`src/shared/lwt_pkg.sv`:
```
package lwt_pkg;

  // ----------------------------------------------------------------
  // bus shape
  // ----------------------------------------------------------------
  localparam int          ADDR_W         = 8;
  localparam int          DATA_W         = 16;

  // ----------------------------------------------------------------
  // register offsets
  // ----------------------------------------------------------------
  localparam logic [7:0]  OFF_LOAD       = 8'h00;
  localparam logic [7:0]  OFF_COUNT      = 8'h04;
  localparam logic [7:0]  OFF_CTRL       = 8'h08;
  localparam logic [7:0]  OFF_KEY        = 8'h0c;
  localparam logic [7:0]  OFF_STATUS     = 8'h18;

  // ----------------------------------------------------------------
  // reset values and fixed numbers
  // ----------------------------------------------------------------
  localparam logic [15:0] RST_LOAD       = 16'h0400;
  localparam logic [15:0] RST_COUNT      = 16'h1000;
  localparam logic [15:0] RST_CTRL       = 16'h00e9;
  localparam logic [15:0] RST_STATUS     = 16'h0020;
  localparam logic [15:0] FIXED_RELOAD   = 16'h1000;
  localparam logic [15:0] SERVICE_KEY    = 16'hcccc;
  localparam logic [15:0] MIN_LOAD_DIV1  = 16'h0003;

  // ----------------------------------------------------------------
  // control and status fields
  // ----------------------------------------------------------------
  localparam int          CTRL_FREEZE    = 0;
  localparam int          CTRL_IRQ_MODE  = 1;
  localparam int          CTRL_PRE_LSB   = 2;
  localparam int          CTRL_ENABLE    = 5;
  localparam int          CTRL_MODE      = 6;
  localparam logic [15:0] CTRL_KEEP_MASK = 16'h006f;
  localparam logic [15:0] CTRL_SET_MASK  = 16'h0080;
  localparam int          STA_IRQ        = 0;
  localparam int          STA_KEY_PEND   = 1;
  localparam int          STA_LOAD_PEND  = 2;
  localparam int          STA_CTRL_PEND  = 3;
  localparam int          STA_LOCK       = 4;

  // ----------------------------------------------------------------
  // prescaler
  // ----------------------------------------------------------------
  localparam int          PRE_CNT_W      = 12;
  localparam logic [1:0]  PRE_DIV1       = 2'h0;
  localparam logic [1:0]  PRE_DIV16      = 2'h1;
  localparam logic [1:0]  PRE_DIV256     = 2'h2;
  localparam logic [1:0]  PRE_DIV4096    = 2'h3;
  localparam logic [11:0] PRE_LIM_DIV1   = 12'h000;
  localparam logic [11:0] PRE_LIM_DIV16  = 12'h00f;
  localparam logic [11:0] PRE_LIM_DIV256 = 12'h0ff;
  localparam logic [11:0] PRE_LIM_DIV4096 = 12'hfff;

  // ----------------------------------------------------------------
  // timing
  // ----------------------------------------------------------------
  localparam int          CLK_PERIOD_NS  = 50;
  localparam int          LF_FREQ_HZ     = 32768;
  localparam int          KEY_GAP_NS     = 125000;
  localparam int          KEY_GAP_CYC    = (KEY_GAP_NS + CLK_PERIOD_NS - 1) / CLK_PERIOD_NS;

  function automatic logic [15:0] lwt_reload(input logic periodic, input logic [15:0] load);
    lwt_reload = periodic ? load : FIXED_RELOAD;
  endfunction

endpackage

```
`src/shared/lwt_bus_if.sv`:
```
interface lwt_bus_if;
  logic                       req;
  logic                       we;
  logic [lwt_pkg::ADDR_W-1:0] addr;
  logic [lwt_pkg::DATA_W-1:0] wdata;
  logic                       ack;
  logic [lwt_pkg::DATA_W-1:0] rdata;

  modport dev
  (
    input  req,
    input  we,
    input  addr,
    input  wdata,
    output ack,
    output rdata
  );

  modport host
  (
    output req,
    output we,
    output addr,
    output wdata,
    input  ack,
    input  rdata
  );
endinterface

```
`src/hw/lwt_prescaler.sv`:
```
module lwt_prescaler #(
  parameter int CNT_W = lwt_pkg::PRE_CNT_W
)
(
  input  wire logic       clock,
  input  wire logic       arst_n,
  input  wire logic       tick,
  input  wire logic       restart,
  input  wire logic [1:0] sel,
  output wire logic       tc
);
  import lwt_pkg::*;

  generate
    if (CNT_W < PRE_CNT_W)
    begin : g_chk
      $error("prescaler counter too narrow for divide by 4096");
    end
  endgenerate

  logic [CNT_W-1:0] cnt_r;
  logic [CNT_W-1:0] cnt_nxt;
  logic [11:0]      limit;
  logic             at_limit;

  // divide ratio select
  assign limit    = (sel == PRE_DIV1)   ? PRE_LIM_DIV1 :
                    (sel == PRE_DIV16)  ? PRE_LIM_DIV16 :
                    (sel == PRE_DIV256) ? PRE_LIM_DIV256 : PRE_LIM_DIV4096;
  assign at_limit = (cnt_r == CNT_W'(limit));
  assign tc       = tick & at_limit & ~restart;
  assign cnt_nxt  = restart ? '0 :
                    ~tick ? cnt_r :
                    at_limit ? '0 : cnt_r + CNT_W'(1);

  always_ff @(posedge clock or negedge arst_n)
  begin
    if (!arst_n)
      cnt_r <= '0;
    else
      cnt_r <= cnt_nxt;
  end

endmodule

```
`src/hw/lwt_device.sv`:
```
// Behaviour
// - 16-bit down counter, prescaler 1/16/256/4096
// - counter steps only on low-frequency oscillator edges
// - control bit 1 picks reset or interrupt
// - timeout after ratio times load plus one
// - enable write locks control and load
// - clearing enable resets and stops counter
// - fixed mode counts from 0x1000, ignores load
// - setting enable restarts from mode's reload value
// - periodic load write goes straight to counter
// - key write reloads counter, new period
// - wrong key fires the timeout action
// - key write clears pending interrupt
// - software spaces key writes four slow cycles
// - decrement per tick, wrap at zero times out
// - freeze bit holds count while cpu halted
// - freeze bit written with the enabling write
// - prescaler field bits 3:2 decoding
// - divide-by-one needs load above 0x2
// - reserved control bits written as fixed
// - live count readable, resets to 0x1000
// - status bit 3 shows control write pending
module lwt_device
(
  lwt_bus_if.dev    bus,
  input  wire logic clock,
  input  wire logic arst_n,
  input  wire logic low_freq_oscillator,
  input  wire logic cpu_halted,
  output logic      wdog_reset,
  output logic      wdog_irq
);
  import lwt_pkg::*;

  // ----------------------------------------------------------------
  // slow oscillator sampling
  // ----------------------------------------------------------------
  logic lf_s1_r;
  logic lf_s2_r;
  logic lf_s3_r;
  logic lf_lvl_r;
  logic lf_agree;
  logic lf_tick;

  assign lf_agree = (lf_s2_r == lf_s3_r);
  assign lf_tick  = lf_agree & lf_s3_r & ~lf_lvl_r;

  always_ff @(posedge clock or negedge arst_n)
  begin
    if (!arst_n)
    begin
      lf_s1_r  <= 1'b0;
      lf_s2_r  <= 1'b0;
      lf_s3_r  <= 1'b0;
      lf_lvl_r <= 1'b0;
    end
    else
    begin
      lf_s1_r  <= low_freq_oscillator;
      lf_s2_r  <= lf_s1_r;
      lf_s3_r  <= lf_s2_r;
      lf_lvl_r <= lf_agree ? lf_s3_r : lf_lvl_r;
    end
  end

  // ----------------------------------------------------------------
  // register bus decode
  // ----------------------------------------------------------------
  logic        ack_r;
  logic [15:0] rdata_r;
  logic [15:0] rdata_nxt;
  logic [15:0] load_r;
  logic [15:0] load_nxt;
  logic [15:0] count_r;
  logic [15:0] count_nxt;
  logic [15:0] ctrl_r;
  logic [15:0] ctrl_nxt;
  logic [15:0] status_rd;
  logic        lock_r;
  logic        disabled_once_r;
  logic        irq_r;
  logic        irq_nxt;
  logic        reset_r;
  logic        reset_nxt;
  logic        pend_ctrl_r;
  logic        pend_load_r;
  logic        pend_key_r;

  logic        take;
  logic        wr;
  logic        wr_load;
  logic        wr_ctrl;
  logic        wr_key;
  logic        ctrl_ok;
  logic        load_ok;
  logic        en_set;
  logic        en_clr;
  logic        key_good;
  logic        key_bad;

  assign take     = bus.req & ~ack_r;
  assign wr       = take & bus.we;
  assign wr_load  = wr & (bus.addr == OFF_LOAD);
  assign wr_ctrl  = wr & (bus.addr == OFF_CTRL);
  assign wr_key   = wr & (bus.addr == OFF_KEY);
  // only one disable is honoured, and nothing once locked
  assign ctrl_ok  = wr_ctrl & ~lock_r & ~(~bus.wdata[CTRL_ENABLE] & disabled_once_r);
  assign load_ok  = wr_load & ~lock_r;
  assign en_set   = ctrl_ok & bus.wdata[CTRL_ENABLE];
  assign en_clr   = ctrl_ok & ~bus.wdata[CTRL_ENABLE];
  assign key_good = wr_key & (bus.wdata == SERVICE_KEY);
  assign key_bad  = wr_key & (bus.wdata != SERVICE_KEY);

  // ----------------------------------------------------------------
  // count engine
  // ----------------------------------------------------------------
  logic        enabled;
  logic        periodic;
  logic        frozen;
  logic        pre_tc;
  logic        pre_restart;
  logic        step;
  logic        timeout_evt;
  logic        fire;
  logic [15:0] reload_now;

  assign enabled     = ctrl_r[CTRL_ENABLE];
  assign periodic    = ctrl_r[CTRL_MODE];
  assign frozen      = ctrl_r[CTRL_FREEZE] & cpu_halted;
  assign step        = enabled & ~frozen & pre_tc;
  // timeout taken on the wrap tick, giving ratio * (load + 1) slow cycles
  assign timeout_evt = step & (count_r == 16'h0000);
  assign fire        = timeout_evt | key_bad;
  assign reload_now  = lwt_reload(periodic, load_r);
  assign pre_restart = en_set | en_clr | key_good | (load_ok & periodic);

  lwt_prescaler #(
    .CNT_W   (PRE_CNT_W)
  ) u_pre (
    .clock   (clock),
    .arst_n  (arst_n),
    .tick    (lf_tick),
    .restart (pre_restart),
    .sel     (ctrl_r[CTRL_PRE_LSB +: 2]),
    .tc      (pre_tc)
  );

  assign count_nxt = en_clr ? RST_COUNT :
                     en_set ? lwt_reload(bus.wdata[CTRL_MODE], load_r) :
                     key_good ? reload_now :
                     (load_ok & periodic) ? bus.wdata :
                     ~step ? count_r :
                     (count_r == 16'h0000) ? reload_now : count_r - 16'h0001;

  assign ctrl_nxt  = ctrl_ok ? bus.wdata : ctrl_r;
  assign load_nxt  = load_ok ? bus.wdata : load_r;

  // the key's prescaler restart blocks any timeout in the clearing cycle, so the request always drops
  assign irq_nxt   = (fire & ctrl_r[CTRL_IRQ_MODE]) | (irq_r & ~key_good);
  assign reset_nxt = fire & ~ctrl_r[CTRL_IRQ_MODE];

  always_ff @(posedge clock or negedge arst_n)
  begin
    if (!arst_n)
    begin
      count_r <= RST_COUNT;
      ctrl_r  <= RST_CTRL;
      load_r  <= RST_LOAD;
      irq_r   <= 1'b0;
      reset_r <= 1'b0;
    end
    else
    begin
      count_r <= count_nxt;
      ctrl_r  <= ctrl_nxt;
      load_r  <= load_nxt;
      irq_r   <= irq_nxt;
      reset_r <= reset_nxt;
    end
  end

  // ----------------------------------------------------------------
  // lock and write tracking
  // ----------------------------------------------------------------
  // pending flags drop at the next slow edge; a new write wins
  always_ff @(posedge clock or negedge arst_n)
  begin
    if (!arst_n)
    begin
      lock_r          <= 1'b0;
      disabled_once_r <= 1'b0;
      pend_ctrl_r     <= 1'b0;
      pend_load_r     <= 1'b0;
      pend_key_r      <= 1'b0;
    end
    else
    begin
      lock_r          <= lock_r | en_set;
      disabled_once_r <= disabled_once_r | en_clr;
      pend_ctrl_r     <= ctrl_ok | (pend_ctrl_r & ~lf_tick);
      pend_load_r     <= load_ok | (pend_load_r & ~lf_tick);
      pend_key_r      <= wr_key | (pend_key_r & ~lf_tick);
    end
  end

  // ----------------------------------------------------------------
  // read path
  // ----------------------------------------------------------------
  always_comb
  begin
    status_rd                = RST_STATUS;
    status_rd[STA_IRQ]       = irq_r;
    status_rd[STA_KEY_PEND]  = pend_key_r;
    status_rd[STA_LOAD_PEND] = pend_load_r;
    status_rd[STA_CTRL_PEND] = pend_ctrl_r;
    status_rd[STA_LOCK]      = lock_r;
  end

  // key register and unmapped offsets read zero
  assign rdata_nxt = ~(take & ~bus.we) ? rdata_r :
                     (bus.addr == OFF_LOAD)   ? load_r :
                     (bus.addr == OFF_COUNT)  ? count_r :
                     (bus.addr == OFF_CTRL)   ? ctrl_r :
                     (bus.addr == OFF_STATUS) ? status_rd : 16'h0000;

  always_ff @(posedge clock or negedge arst_n)
  begin
    if (!arst_n)
    begin
      ack_r   <= 1'b0;
      rdata_r <= 16'h0000;
    end
    else
    begin
      ack_r   <= take;
      rdata_r <= rdata_nxt;
    end
  end

  assign bus.ack    = ack_r;
  assign bus.rdata  = rdata_r;
  assign wdog_reset = reset_r;
  assign wdog_irq   = irq_r;

endmodule

```
`src/flat_wrapper.sv`:
```
// flat-port wrapper written by rule: the top's interface ports become plain ports
module lwt_device_flat import lwt_pkg::*;
  (clock, arst_n, low_freq_oscillator, cpu_halted, wdog_reset, wdog_irq, bus_req, bus_we, bus_addr, bus_wdata, bus_ack, bus_rdata);
  lwt_bus_if bus_i ();
  input  wire logic clock;
  input  wire logic arst_n;
  input  wire logic low_freq_oscillator;
  input  wire logic cpu_halted;
  output logic wdog_reset;
  output logic wdog_irq;
  input wire logic [$bits(bus_i.req)-1:0] bus_req;
  input wire logic [$bits(bus_i.we)-1:0] bus_we;
  input wire logic [$bits(bus_i.addr)-1:0] bus_addr;
  input wire logic [$bits(bus_i.wdata)-1:0] bus_wdata;
  output wire logic [$bits(bus_i.ack)-1:0] bus_ack;
  output wire logic [$bits(bus_i.rdata)-1:0] bus_rdata;
  assign bus_i.req = bus_req;
  assign bus_i.we = bus_we;
  assign bus_i.addr = bus_addr;
  assign bus_i.wdata = bus_wdata;
  assign bus_ack = bus_i.ack;
  assign bus_rdata = bus_i.rdata;
  lwt_device u_core (.bus(bus_i), .clock(clock), .arst_n(arst_n), .low_freq_oscillator(low_freq_oscillator), .cpu_halted(cpu_halted), .wdog_reset(wdog_reset), .wdog_irq(wdog_irq));
endmodule
```
`config.mk`:
```
export PLATFORM = sky130hd
export DESIGN_NAME = lwt_device_flat
export DESIGN_NICKNAME = d
export VERILOG_FILES = /design/src/shared/lwt_pkg.sv /design/src/shared/lwt_bus_if.sv /design/src/hw/lwt_prescaler.sv /design/src/hw/lwt_device.sv /design/src/flat_wrapper.sv
export SDC_FILE = /design/constraint.sdc
export NUM_CORES = 1
export LEC_CHECK = 0
export BUFFER_PORTS_ARGS = -buffer_cell sky130_fd_sc_hd__buf_2
export CORE_MARGIN = 2
export CORE_UTILIZATION = 41
export DETAILED_ROUTE_END_ITERATION = 6
export GPL_TIMING_DRIVEN = 0
export SKIP_CTS_REPAIR_TIMING = 1
export SLEW_MARGIN = 20
export SYNTH_ARGS = -nofsm -noshare
export SYNTH_HDL_FRONTEND = slang
export SYNTH_SLANG_ARGS = --single-unit
export TNS_END_PERCENT = 100
```
`constraint.sdc`:
```
create_clock -name clock -period 2.5 [get_ports clock]
set_input_delay 0.5 -clock clock [delete_from_list [all_inputs] [get_ports clock]]
set_output_delay 0.5 -clock clock [all_outputs]
set_load 0.05 [all_outputs]
```
==> impl_metrics.toml, run 1 <==
[synth]
synth_top_area_share_pct = 39.7
synthTopCellsByArea = "dfrtp_1 40%, nand2_1 7.6%, a21oi_1 4.7%, nor2_1 3.9%, dfstp_2 3.6%"
avgSynthCellArea_sq_um = 8.73
seq_area_frac_synth_pct = 43.3
synth_area_sq_um = 5110
yosysUniqueCellTypes = 63
synth_warnings = 0
synth_flop_cell = "dfrtp_1"
async_flop_share_pct = 100
synth_edf_count = 0
yosys.area.top_type = "dfrtp_1"
syn_inst = 585
syn_nets = 619
ys_ff_latch = 88

[global_routing]
grt_use_total_pct = 24.7
antenna_found_initial = 0
grt_max_degree = 52
gr-total-overflow = 0
grt_pass1_vias = 4480
grt_pass1_wl_um = 24900

[final_layout]
area_growth_pct = 18.9
final_common_cell = "nand2_1"
final_cell_mix = "104 x nand2_1, 79 x dfrtp_1, 54 x buf_2"
antenna_cells = 0
nFillCells = 1167
layout.cells.non_filler = 825
design_area_sq_um = 6070
multiInputGateArea_sq_um = 2820
seq_area_sq_um = 2210
nets = 686
drive_above_1_share_pct = 22.1
final_util_pct = 50.4

[power_and_ir_drop]
ir_drop_uv = 327
leakagePower_nw = 2.83
finalPower_mw = 4.31
powerDensity_nw_per_um2 = 709

[placement]
gp_routability_congestion = 0.925
hpwl_um = 11500
dpl.cell_count = 802
post-place-ws_ns = -0.948
placed_cell_area_sq_um = 5590
io_buffers = 48

[routing]
routed_wl_um = 16300
drt_pre_antenna_iters = 7
ant_nets = 0
drt_iter0_drc = 493
drc = 3
wl_per_cell_um = 19.7
vias = 4896
vias_per_cell = 5.93

[critical_path]
arrival_ns = 2.84
critPathLaunchType = "flip-flop"
cp_max_fo = 6
setup.worst_path.class = "reg -> reg"
crit_required_ns = 2.80
cp-end-kind = "flip-flop"

[sta]
hold_violations = 0
post-route-period-util_pct = 102
clock-skew-final_ns = 0.00828
layout_setup_ws_ns = -0.0381
worstMarginPinSlew_ns = 0.909
finalSetupTns_ns = -0.0740
slew_headroom_pct = 38.9
rsz0062_at_grt = "yes"
fmax_mhz = 394
whs_ns = 0.105
final-setup-viol-count = 3
drv_slew = 0
fin_crit_ns = 2.54

[run]
cap_viol_max_count = 0

[status]
violations = "DRC, setup timing"
status = "finished, violations left"

[clock_network]
cts_inserted_buffers = 9
htreeDepth = 3
clock-sinks = 88
clk_pin_slew_ns = 0.07
cts_tree = "done"
cts-root-buf = "clkbuf_16"
cts_buffer_depth = 2
clkLatencyLatePin_ns = 0.35

[die]
die_w_um = 116
rows = 40
core_area_sq_um = 12100
io_pins = 49
initial_utilization_pct = 42.3
die_height_um = 116
die_area_sq_um = 13400

[min_path]
hold_path_class = "in -> async"
==> cell type report <==
class,count,share of cell area [%]
clock buffer,10,3.93
buffer,33,2.74
tap,168,3.46
clock inverter,6,0.948
sequential,88,36.4
timing repair buffer,57,5.56
multi-input combinational,455,46.4
inverter,8,0.494
==> power breakdown <==
group	switching, mW	leakage, nW	internal [mW]
clock network	0.650	0.148	0.731
registers	0.0726	1.17	1.48
logic	0.777	1.51	0.592
total	1.50	2.83	2.81
==> cells by family after synthesis <==
kind of cell / synth area share, %
AO/OA/AOI/OAI: 17.8
XOR/XNOR: 2.06
adder cells (fa/ha/maj): 0.980
buffers and inverters: 3.53
flip-flops: 43.3
multiplexers: 6.86
AND/OR/NAND/NOR: 25.5
==> layer usage <==
layer | share of wire [%] | wire [um] | up-vias | global-route usage (%)
met5 | 0 | 0 | - | 0
met4 | 2.7 | 442 | 0 | 8.97
met3 | 7.8 | 1270 | 33 | 5.65
met2 | 45 | 7360 | 224 | 38.5
met1 | 44 | 7200 | 2377 | 33.7
li1 | - | - | 2262 | -
==> worst paths after layout <==
| check | slack, ns | startpoint | to | depth (start not counted) |
|---|---|---|---|---|
| worst max-delay path | -0.04 | u_core.count_r[0] | u_core.count_r[3] | 8 |
| worst min-delay path | 0.11 | arst_n | u_core.lf_lvl_r | 1 |
| worst max register to register | -0.04 | u_core.count_r[0] | u_core.count_r[3] | 8 |
| worst min register to register | 0.36 | u_core.lf_s1_r | u_core.lf_s2_r | 0 |
| max in group asynchronous | 1.71 | arst_n | u_core.ctrl_r[5] | 2 |
| min in group clock | 0.25 | low_freq_oscillator | u_core.lf_s1_r | 1 |
==> cell usage after synthesis, types with 6 or more instances <==
| library cell | number |
|---|---|
| nand2_1 | 104 |
| dfrtp_1 | 81 |
| nor2_1 | 53 |
| a21oi_1 | 48 |
| o21ai_0 | 36 |
| clkbuf_1 | 21 |
| nor3_1 | 18 |
| mux2i_1 | 17 |
| mux2_2 | 16 |
| nand4_1 | 13 |
| nand3_1 | 11 |
| a221oi_1 | 10 |
| and3_1 | 10 |
| xnor2_1 | 10 |
| buf_2 | 9 |
| inv_1 | 8 |
| nor2b_1 | 8 |
| dfstp_2 | 7 |
| a22oi_1 | 6 |
| or3_1 | 6 |
==> sequential cells by signal, summed over array words and instances (netlist names), 12 cells and up <==
register	flops
u_core.u_pre.cnt_r	12
u_core.load_r	16
u_core.ctrl_r	16
u_core.count_r	16
u_core.bus.rdata	16
==> critical path: stages (launching register included) <==
cell and delay (ns):
dfrtp_2 0.45, inv_2 0.11, ha_4 0.13, or4b_4 0.49
or4_4 0.57, nor3_4 0.21, nand2_1 0.09, a2111o_1 0.37
nand2_1 0.07
No activity file was read; power rests on OpenSTA's default activity.
==> inputs of run 2 (changes only) <==
--- a/config.mk
+++ b/config.mk
@@ -10,7 +10,6 @@
 export CORE_UTILIZATION = 41
 export DETAILED_ROUTE_END_ITERATION = 6
 export GPL_TIMING_DRIVEN = 0
-export SKIP_CTS_REPAIR_TIMING = 1
 export SLEW_MARGIN = 20
 export SYNTH_ARGS = -nofsm -noshare
 export SYNTH_HDL_FRONTEND = slang
==> run 2 against run 1 <==
The run still ends with DRC, setup timing left. Clock power about the same. Setup slack gained 0.024 ns. Power fell by 1.3%. Wire length grew 0.66%. Largest cell class unchanged. Flip-flop and latch count unchanged. Maximum frequency grew 0.94%. Critical endpoint is now u_core.count_r[4].
==> impl_metrics.toml, run 2 (synthesis results as in run 1) <==
[status]
status = "finished, violations left"
violations = "DRC, setup timing"

[power_and_ir_drop]
combPwrFrac_pct = 31.0
leakagePower_nw = 2.86
swShare_pct = 34.9
finalPower_mw = 4.25
p_switching_mw = 1.48
p_seq_share_pct = 36.5
ir_drop_uv = 331
power.share.clock_pct = 32.5
powerDensity_nw_per_um2 = 701
intPower_mw = 2.77

[global_routing]
grt_pass1_wl_um = 25100
gr-total-overflow = 0
grt_use_total_pct = 24.9
grt_pass1_vias = 4586
grt_max_degree = 52
antenna_found_initial = 0

[critical_path]
arrival_ns = 2.81
critPathLaunchType = "flip-flop"
crit_path_top_delay_cell = "or4_4"
cp-end-kind = "flip-flop"
setup.worst_path.class = "reg -> reg"
slowest_delay_ns = 0.58
path_cells = "inv_2, ha_4, or4b_4, or4_4, nor3_4, nand2_1, a2111o_1, nand2_1"
path_buf_inv = 1
crit_family = "simple AND/OR/NAND/NOR gates"
crit_required_ns = 2.79
cp_max_fo = 4
path_common_cell = "nand2_1"

[sta]
fin_crit_ns = 2.51
clock-skew-final_ns = 0.00834
drv_slew = 0
layout_setup_ws_ns = -0.0145
slew_headroom_pct = 44.1
hold_violations = 0
final-setup-viol-count = 3
rsz0062_at_grt = "yes"
worstMarginPinSlew_ns = 0.831
fmax_mhz = 398
post-route-period-util_pct = 101

[routing]
drt_pre_antenna_iters = 7
vias = 4919
routed_wl_um = 16400
drt_iter0_drc = 444
wl_per_cell_um = 19.8
vias_per_cell = 5.96
drc = 1
ant_nets = 0

[placement]
dpl.cell_count = 802
hpwl_um = 11500
gp_routability_congestion = 0.925
io_buffers = 48

[clock_network]
clock-sinks = 88
htreeDepth = 3
clk_pin_slew_ns = 0.07
postCtsHoldBufs = 0
cts-root-buf = "clkbuf_16"
clkLatencyLatePin_ns = 0.35
cts_buffer_depth = 2
cts_inserted_buffers = 9
cts_tree = "done"

[die]
io_pins = 49
rows = 40
die_height_um = 116
core_area_sq_um = 12100
die_w_um = 116
initial_utilization_pct = 42.3
die_area_sq_um = 13400

[final_layout]
final_cell_mix = "104 x nand2_1, 81 x dfrtp_1, 54 x buf_2"
seq_area_sq_um = 2210
drive_above_1_share_pct = 21.6
nets = 687
layout.cells.non_filler = 826
area_growth_pct = 18.7
multiInputGateArea_sq_um = 2810
final_common_cell = "nand2_1"
antenna_cells = 0
nFillCells = 1177

[min_path]
hold_path_class = "in -> async"

[run]
cap_viol_max_count = 0
==> run 2: cell types whose count changed in the layout (fill, tap and decap cells not counted), sizes merged <==
cell,before,now
buf,68,70
clkbuf,32,31
==> run 2: power by group through the flow <==
stage | clock network (mW) | registers, mW | logic (mW)
after floorplan | 0 | 1.57 | 0.890
after global placement | 0 | 1.58 | 1.19
after detailed placement | 0 | 1.58 | 1.21
after CTS | 1.39 | 1.55 | 1.28
after global routing | 1.45 | 1.56 | 1.43
final | 1.38 | 1.55 | 1.32
==> run 2: worst paths after layout <==
kind | from | end | slack [ns] | depth (start not counted)
setup / recovery | u_core.count_r[0] | u_core.count_r[4] | -0.01 | 8
hold / removal | arst_n | u_core.lf_lvl_r | 0.11 | 1
setup reg to reg | u_core.count_r[0] | u_core.count_r[4] | -0.01 | 8
hold reg to reg | u_core.lf_s1_r | u_core.lf_s2_r | 0.36 | 0
max in group asynchronous | arst_n | u_core.ctrl_r[5] | 1.71 | 2
min in group clock | low_freq_oscillator | u_core.lf_s1_r | 0.25 | 1
==> run 2: repair_timing <==
action,in CTS,in global routing
endpoints found under the hold margin,0,0
resized for setup,19,16
pin swaps,4,3
setup endpoints to repair,51,36
setup buffers,8,1
gates cloned,0,0
==> run 2: metrics by stage <==
step	utilization (%)	setup slack, ns	setup TNS [ns]	area, sq um	hold slack, ns
final	50.3	-0.0145	-0.0236	6060	0.106
after global routing	50.3	-0.103	-0.337	6060	0.143
after CTS	49.8	0.00423	0	6010	0.119
after detailed placement	46.3	-0.948	-28.16	5590	0.340
after global placement	46.1	-0.899	-25.13	5560	0.333
after floorplan	-	0.0717	0	5110	0.204
==> run 2: cell type report <==
cell class / count / share of cell area, %
plain buffers: 33 / 2.75
clock buffers: 10 / 3.94
clock inverters: 6 / 0.949
inverters: 8 / 0.495
multi-input cells: 455 / 46.4
flip-flops and latches: 88 / 36.5
well taps: 168 / 3.47
repair buffers: 58 / 5.57
==> run 2: per-layer routing <==
layer | wire length, um | global-route usage [%]
met1 | 7160 | 33.8
met4 | 416 | 9.05
met2 | 7440 | 39.2
met3 | 1360 | 5.49
met5 | 0 | 0
==> inputs of run 3 (changes only) <==
--- a/config.mk
+++ b/config.mk
@@ -7,7 +7,7 @@
 export LEC_CHECK = 0
 export BUFFER_PORTS_ARGS = -buffer_cell sky130_fd_sc_hd__buf_2
 export CORE_MARGIN = 2
-export CORE_UTILIZATION = 41
+export CORE_UTILIZATION = 25
 export DETAILED_ROUTE_END_ITERATION = 6
 export GPL_TIMING_DRIVEN = 0
 export SLEW_MARGIN = 20
==> run 3 against run 2 <==
The run now ends clean. Register-to-register slack better by 0.09 ns. Sequential share of layout area down 0.94 points. Maximum frequency up 3.8%. Largest cell class unchanged. Flip-flop and latch count unchanged. Combinational power up 3%.
==> impl_metrics.toml, run 3 (synthesis results as in run 1) <==
[critical_path]
critPathLaunchType = "flip-flop"
path_buf_inv = 1
crit_required_ns = 2.79
path_common_cell = "nand2_1"
r2r-start = "u_core.count_r[0]"
slowest_delay_ns = 0.49
setup.worst_path.class = "reg -> reg"
cp-startpoint = "u_core.count_r[0]"
cp-end-kind = "flip-flop"
crit_family = "simple AND/OR/NAND/NOR gates"
r2r_end = "u_core.count_r[2]"
worst_r2r_path_depth = 8
arrival_ns = 2.72
crit_path_top_delay_cell = "or4b_4"
rrSetupSlack_ns = 0.08
path_cells = "inv_4, ha_4, or4b_4, or4_4, nor3_4, nand2_1, a2111o_1, nand2_1"
cp_max_fo = 5

[die]
die_w_um = 147
die_area_sq_um = 21600
io_pins = 49
rows = 52
die_height_um = 147
core_area_sq_um = 20200
initial_utilization_pct = 25.3

[sta]
hold_violations = 0
slew_headroom_pct = 37.3
clock-skew-final_ns = 0.00686
drv_slew = 0
final-setup-viol-count = 0
fmax_mhz = 413
whs_ns = 0.252
rsz0062_at_grt = "yes"
worstMarginPinSlew_ns = 0.932
fin_crit_ns = 2.42
post-route-period-util_pct = 96.9

[placement]
dpl.cell_count = 904
hpwl_um = 12200
gp_routability_congestion = 0.932
placed_cell_area_sq_um = 5720
io_buffers = 48

[global_routing]
grt_max_degree = 74
antenna_found_initial = 0
grt_use_total_pct = 15.9
grt_pass1_vias = 4768
gr-total-overflow = 0
grt_pass1_wl_um = 26700

[final_layout]
antenna_cells = 0
nets = 690
layout.cells.non_filler = 931
drive_above_1_share_pct = 22.4
design_area_sq_um = 6240
area_growth_pct = 22.1
final_common_cell = "nand2_1"
final_cell_mix = "104 x nand2_1, 77 x dfrtp_1, 53 x buf_2"

[clock_network]
cts-root-buf = "clkbuf_16"
cts_buffer_depth = 2
clock-sinks = 88
clk_pin_slew_ns = 0.07
clkLatencyLatePin_ns = 0.35
cts_tree = "done"
htreeDepth = 3
cts_inserted_buffers = 9

[run]
cap_viol_max_count = 0

[routing]
vias = 4946
routed_wl_um = 17000
drt_pre_antenna_iters = 5
ant_nets = 0
wl_per_cell_um = 18.2
drc = 0
vias_per_cell = 5.31
drt_iter0_drc = 536

[status]
status = "complete, no violations"

[min_path]
whs_endpoint = "u_core.lf_s1_r"
hold_start = "low_freq_oscillator"
hold_path_depth = 1
hold_path_class = "in -> reg"

[power_and_ir_drop]
powerDensity_nw_per_um2 = 674
ir_drop_uv = 294
leakagePower_nw = 2.84
[run 3: how the worst max path moves through the flow]
stage | to | slack, ns | cells past startpoint
final | u_core.count_r[2] | 0.08 | 8
after global routing | u_core.count_r[4] | -0.05 | 8
after CTS | u_core.count_r[1] | 0.01 | 6
after detailed placement | u_core.count_r[5] | -1.02 | 9
after global placement | u_core.count_r[5] | -0.95 | 9
after floorplan | u_core.load_r[0] | 0.07 | 4
[run 3: stage by stage]
| stage | total power, mW | setup WS [ns] | utilization, % | TNS [ns] |
|---|---|---|---|---|
| detailed placement | 2.78 | -1.02 | 28.4 | -33.40 |
| global placement | 2.77 | -0.951 | 28.2 | -31.50 |
| global route | 4.43 | -0.0502 | 30.9 | -0.155 |
| finish | 4.20 | 0.0782 | 30.9 | 0 |
| floorplan | 2.46 | 0.0717 | - | 0 |
| CTS | 4.13 | 0.0122 | 30.4 | 0 |
[run 3: layer usage]
layer	share of wire [%]	vias up	track usage, %	routed length [um]
li1	-	2260	-	-
met1	43	2409	21.5	7230
met2	46	235	24.6	7820
met3	8.4	42	3.70	1430
met4	3.0	0	6.44	510
met5	0	-	0	0
[run 3: repair_timing]
action,in CTS,in global routing
buffers inserted,8,4
pin swaps,6,2
setup endpoints to repair,54,23
hold buffers,1,0
hold endpoints to repair,15,0
gates resized for setup,19,27
[run 3: area by class of cell]
class / instances / area, sq um
Clock inverter: 5 / 32.5
Inverter: 8 / 32.5
Sequential cell: 88 / 2220
Fill cell: 2152 / 13900
Buffer: 32 / 169
Tap cell: 270 / 338
Clock buffer: 11 / 243
Multi-Input combinational cell: 455 / 2830
Timing Repair Buffer: 62 / 374
[run 3: power breakdown]
group	switching, mW	leakage, nW	total, mW	internal (mW)
registers	0.0791	1.17	1.57	1.49
clock network	0.582	0.128	1.28	0.698
logic	0.769	1.54	1.36	0.587
total	1.43	2.84	4.20	2.77
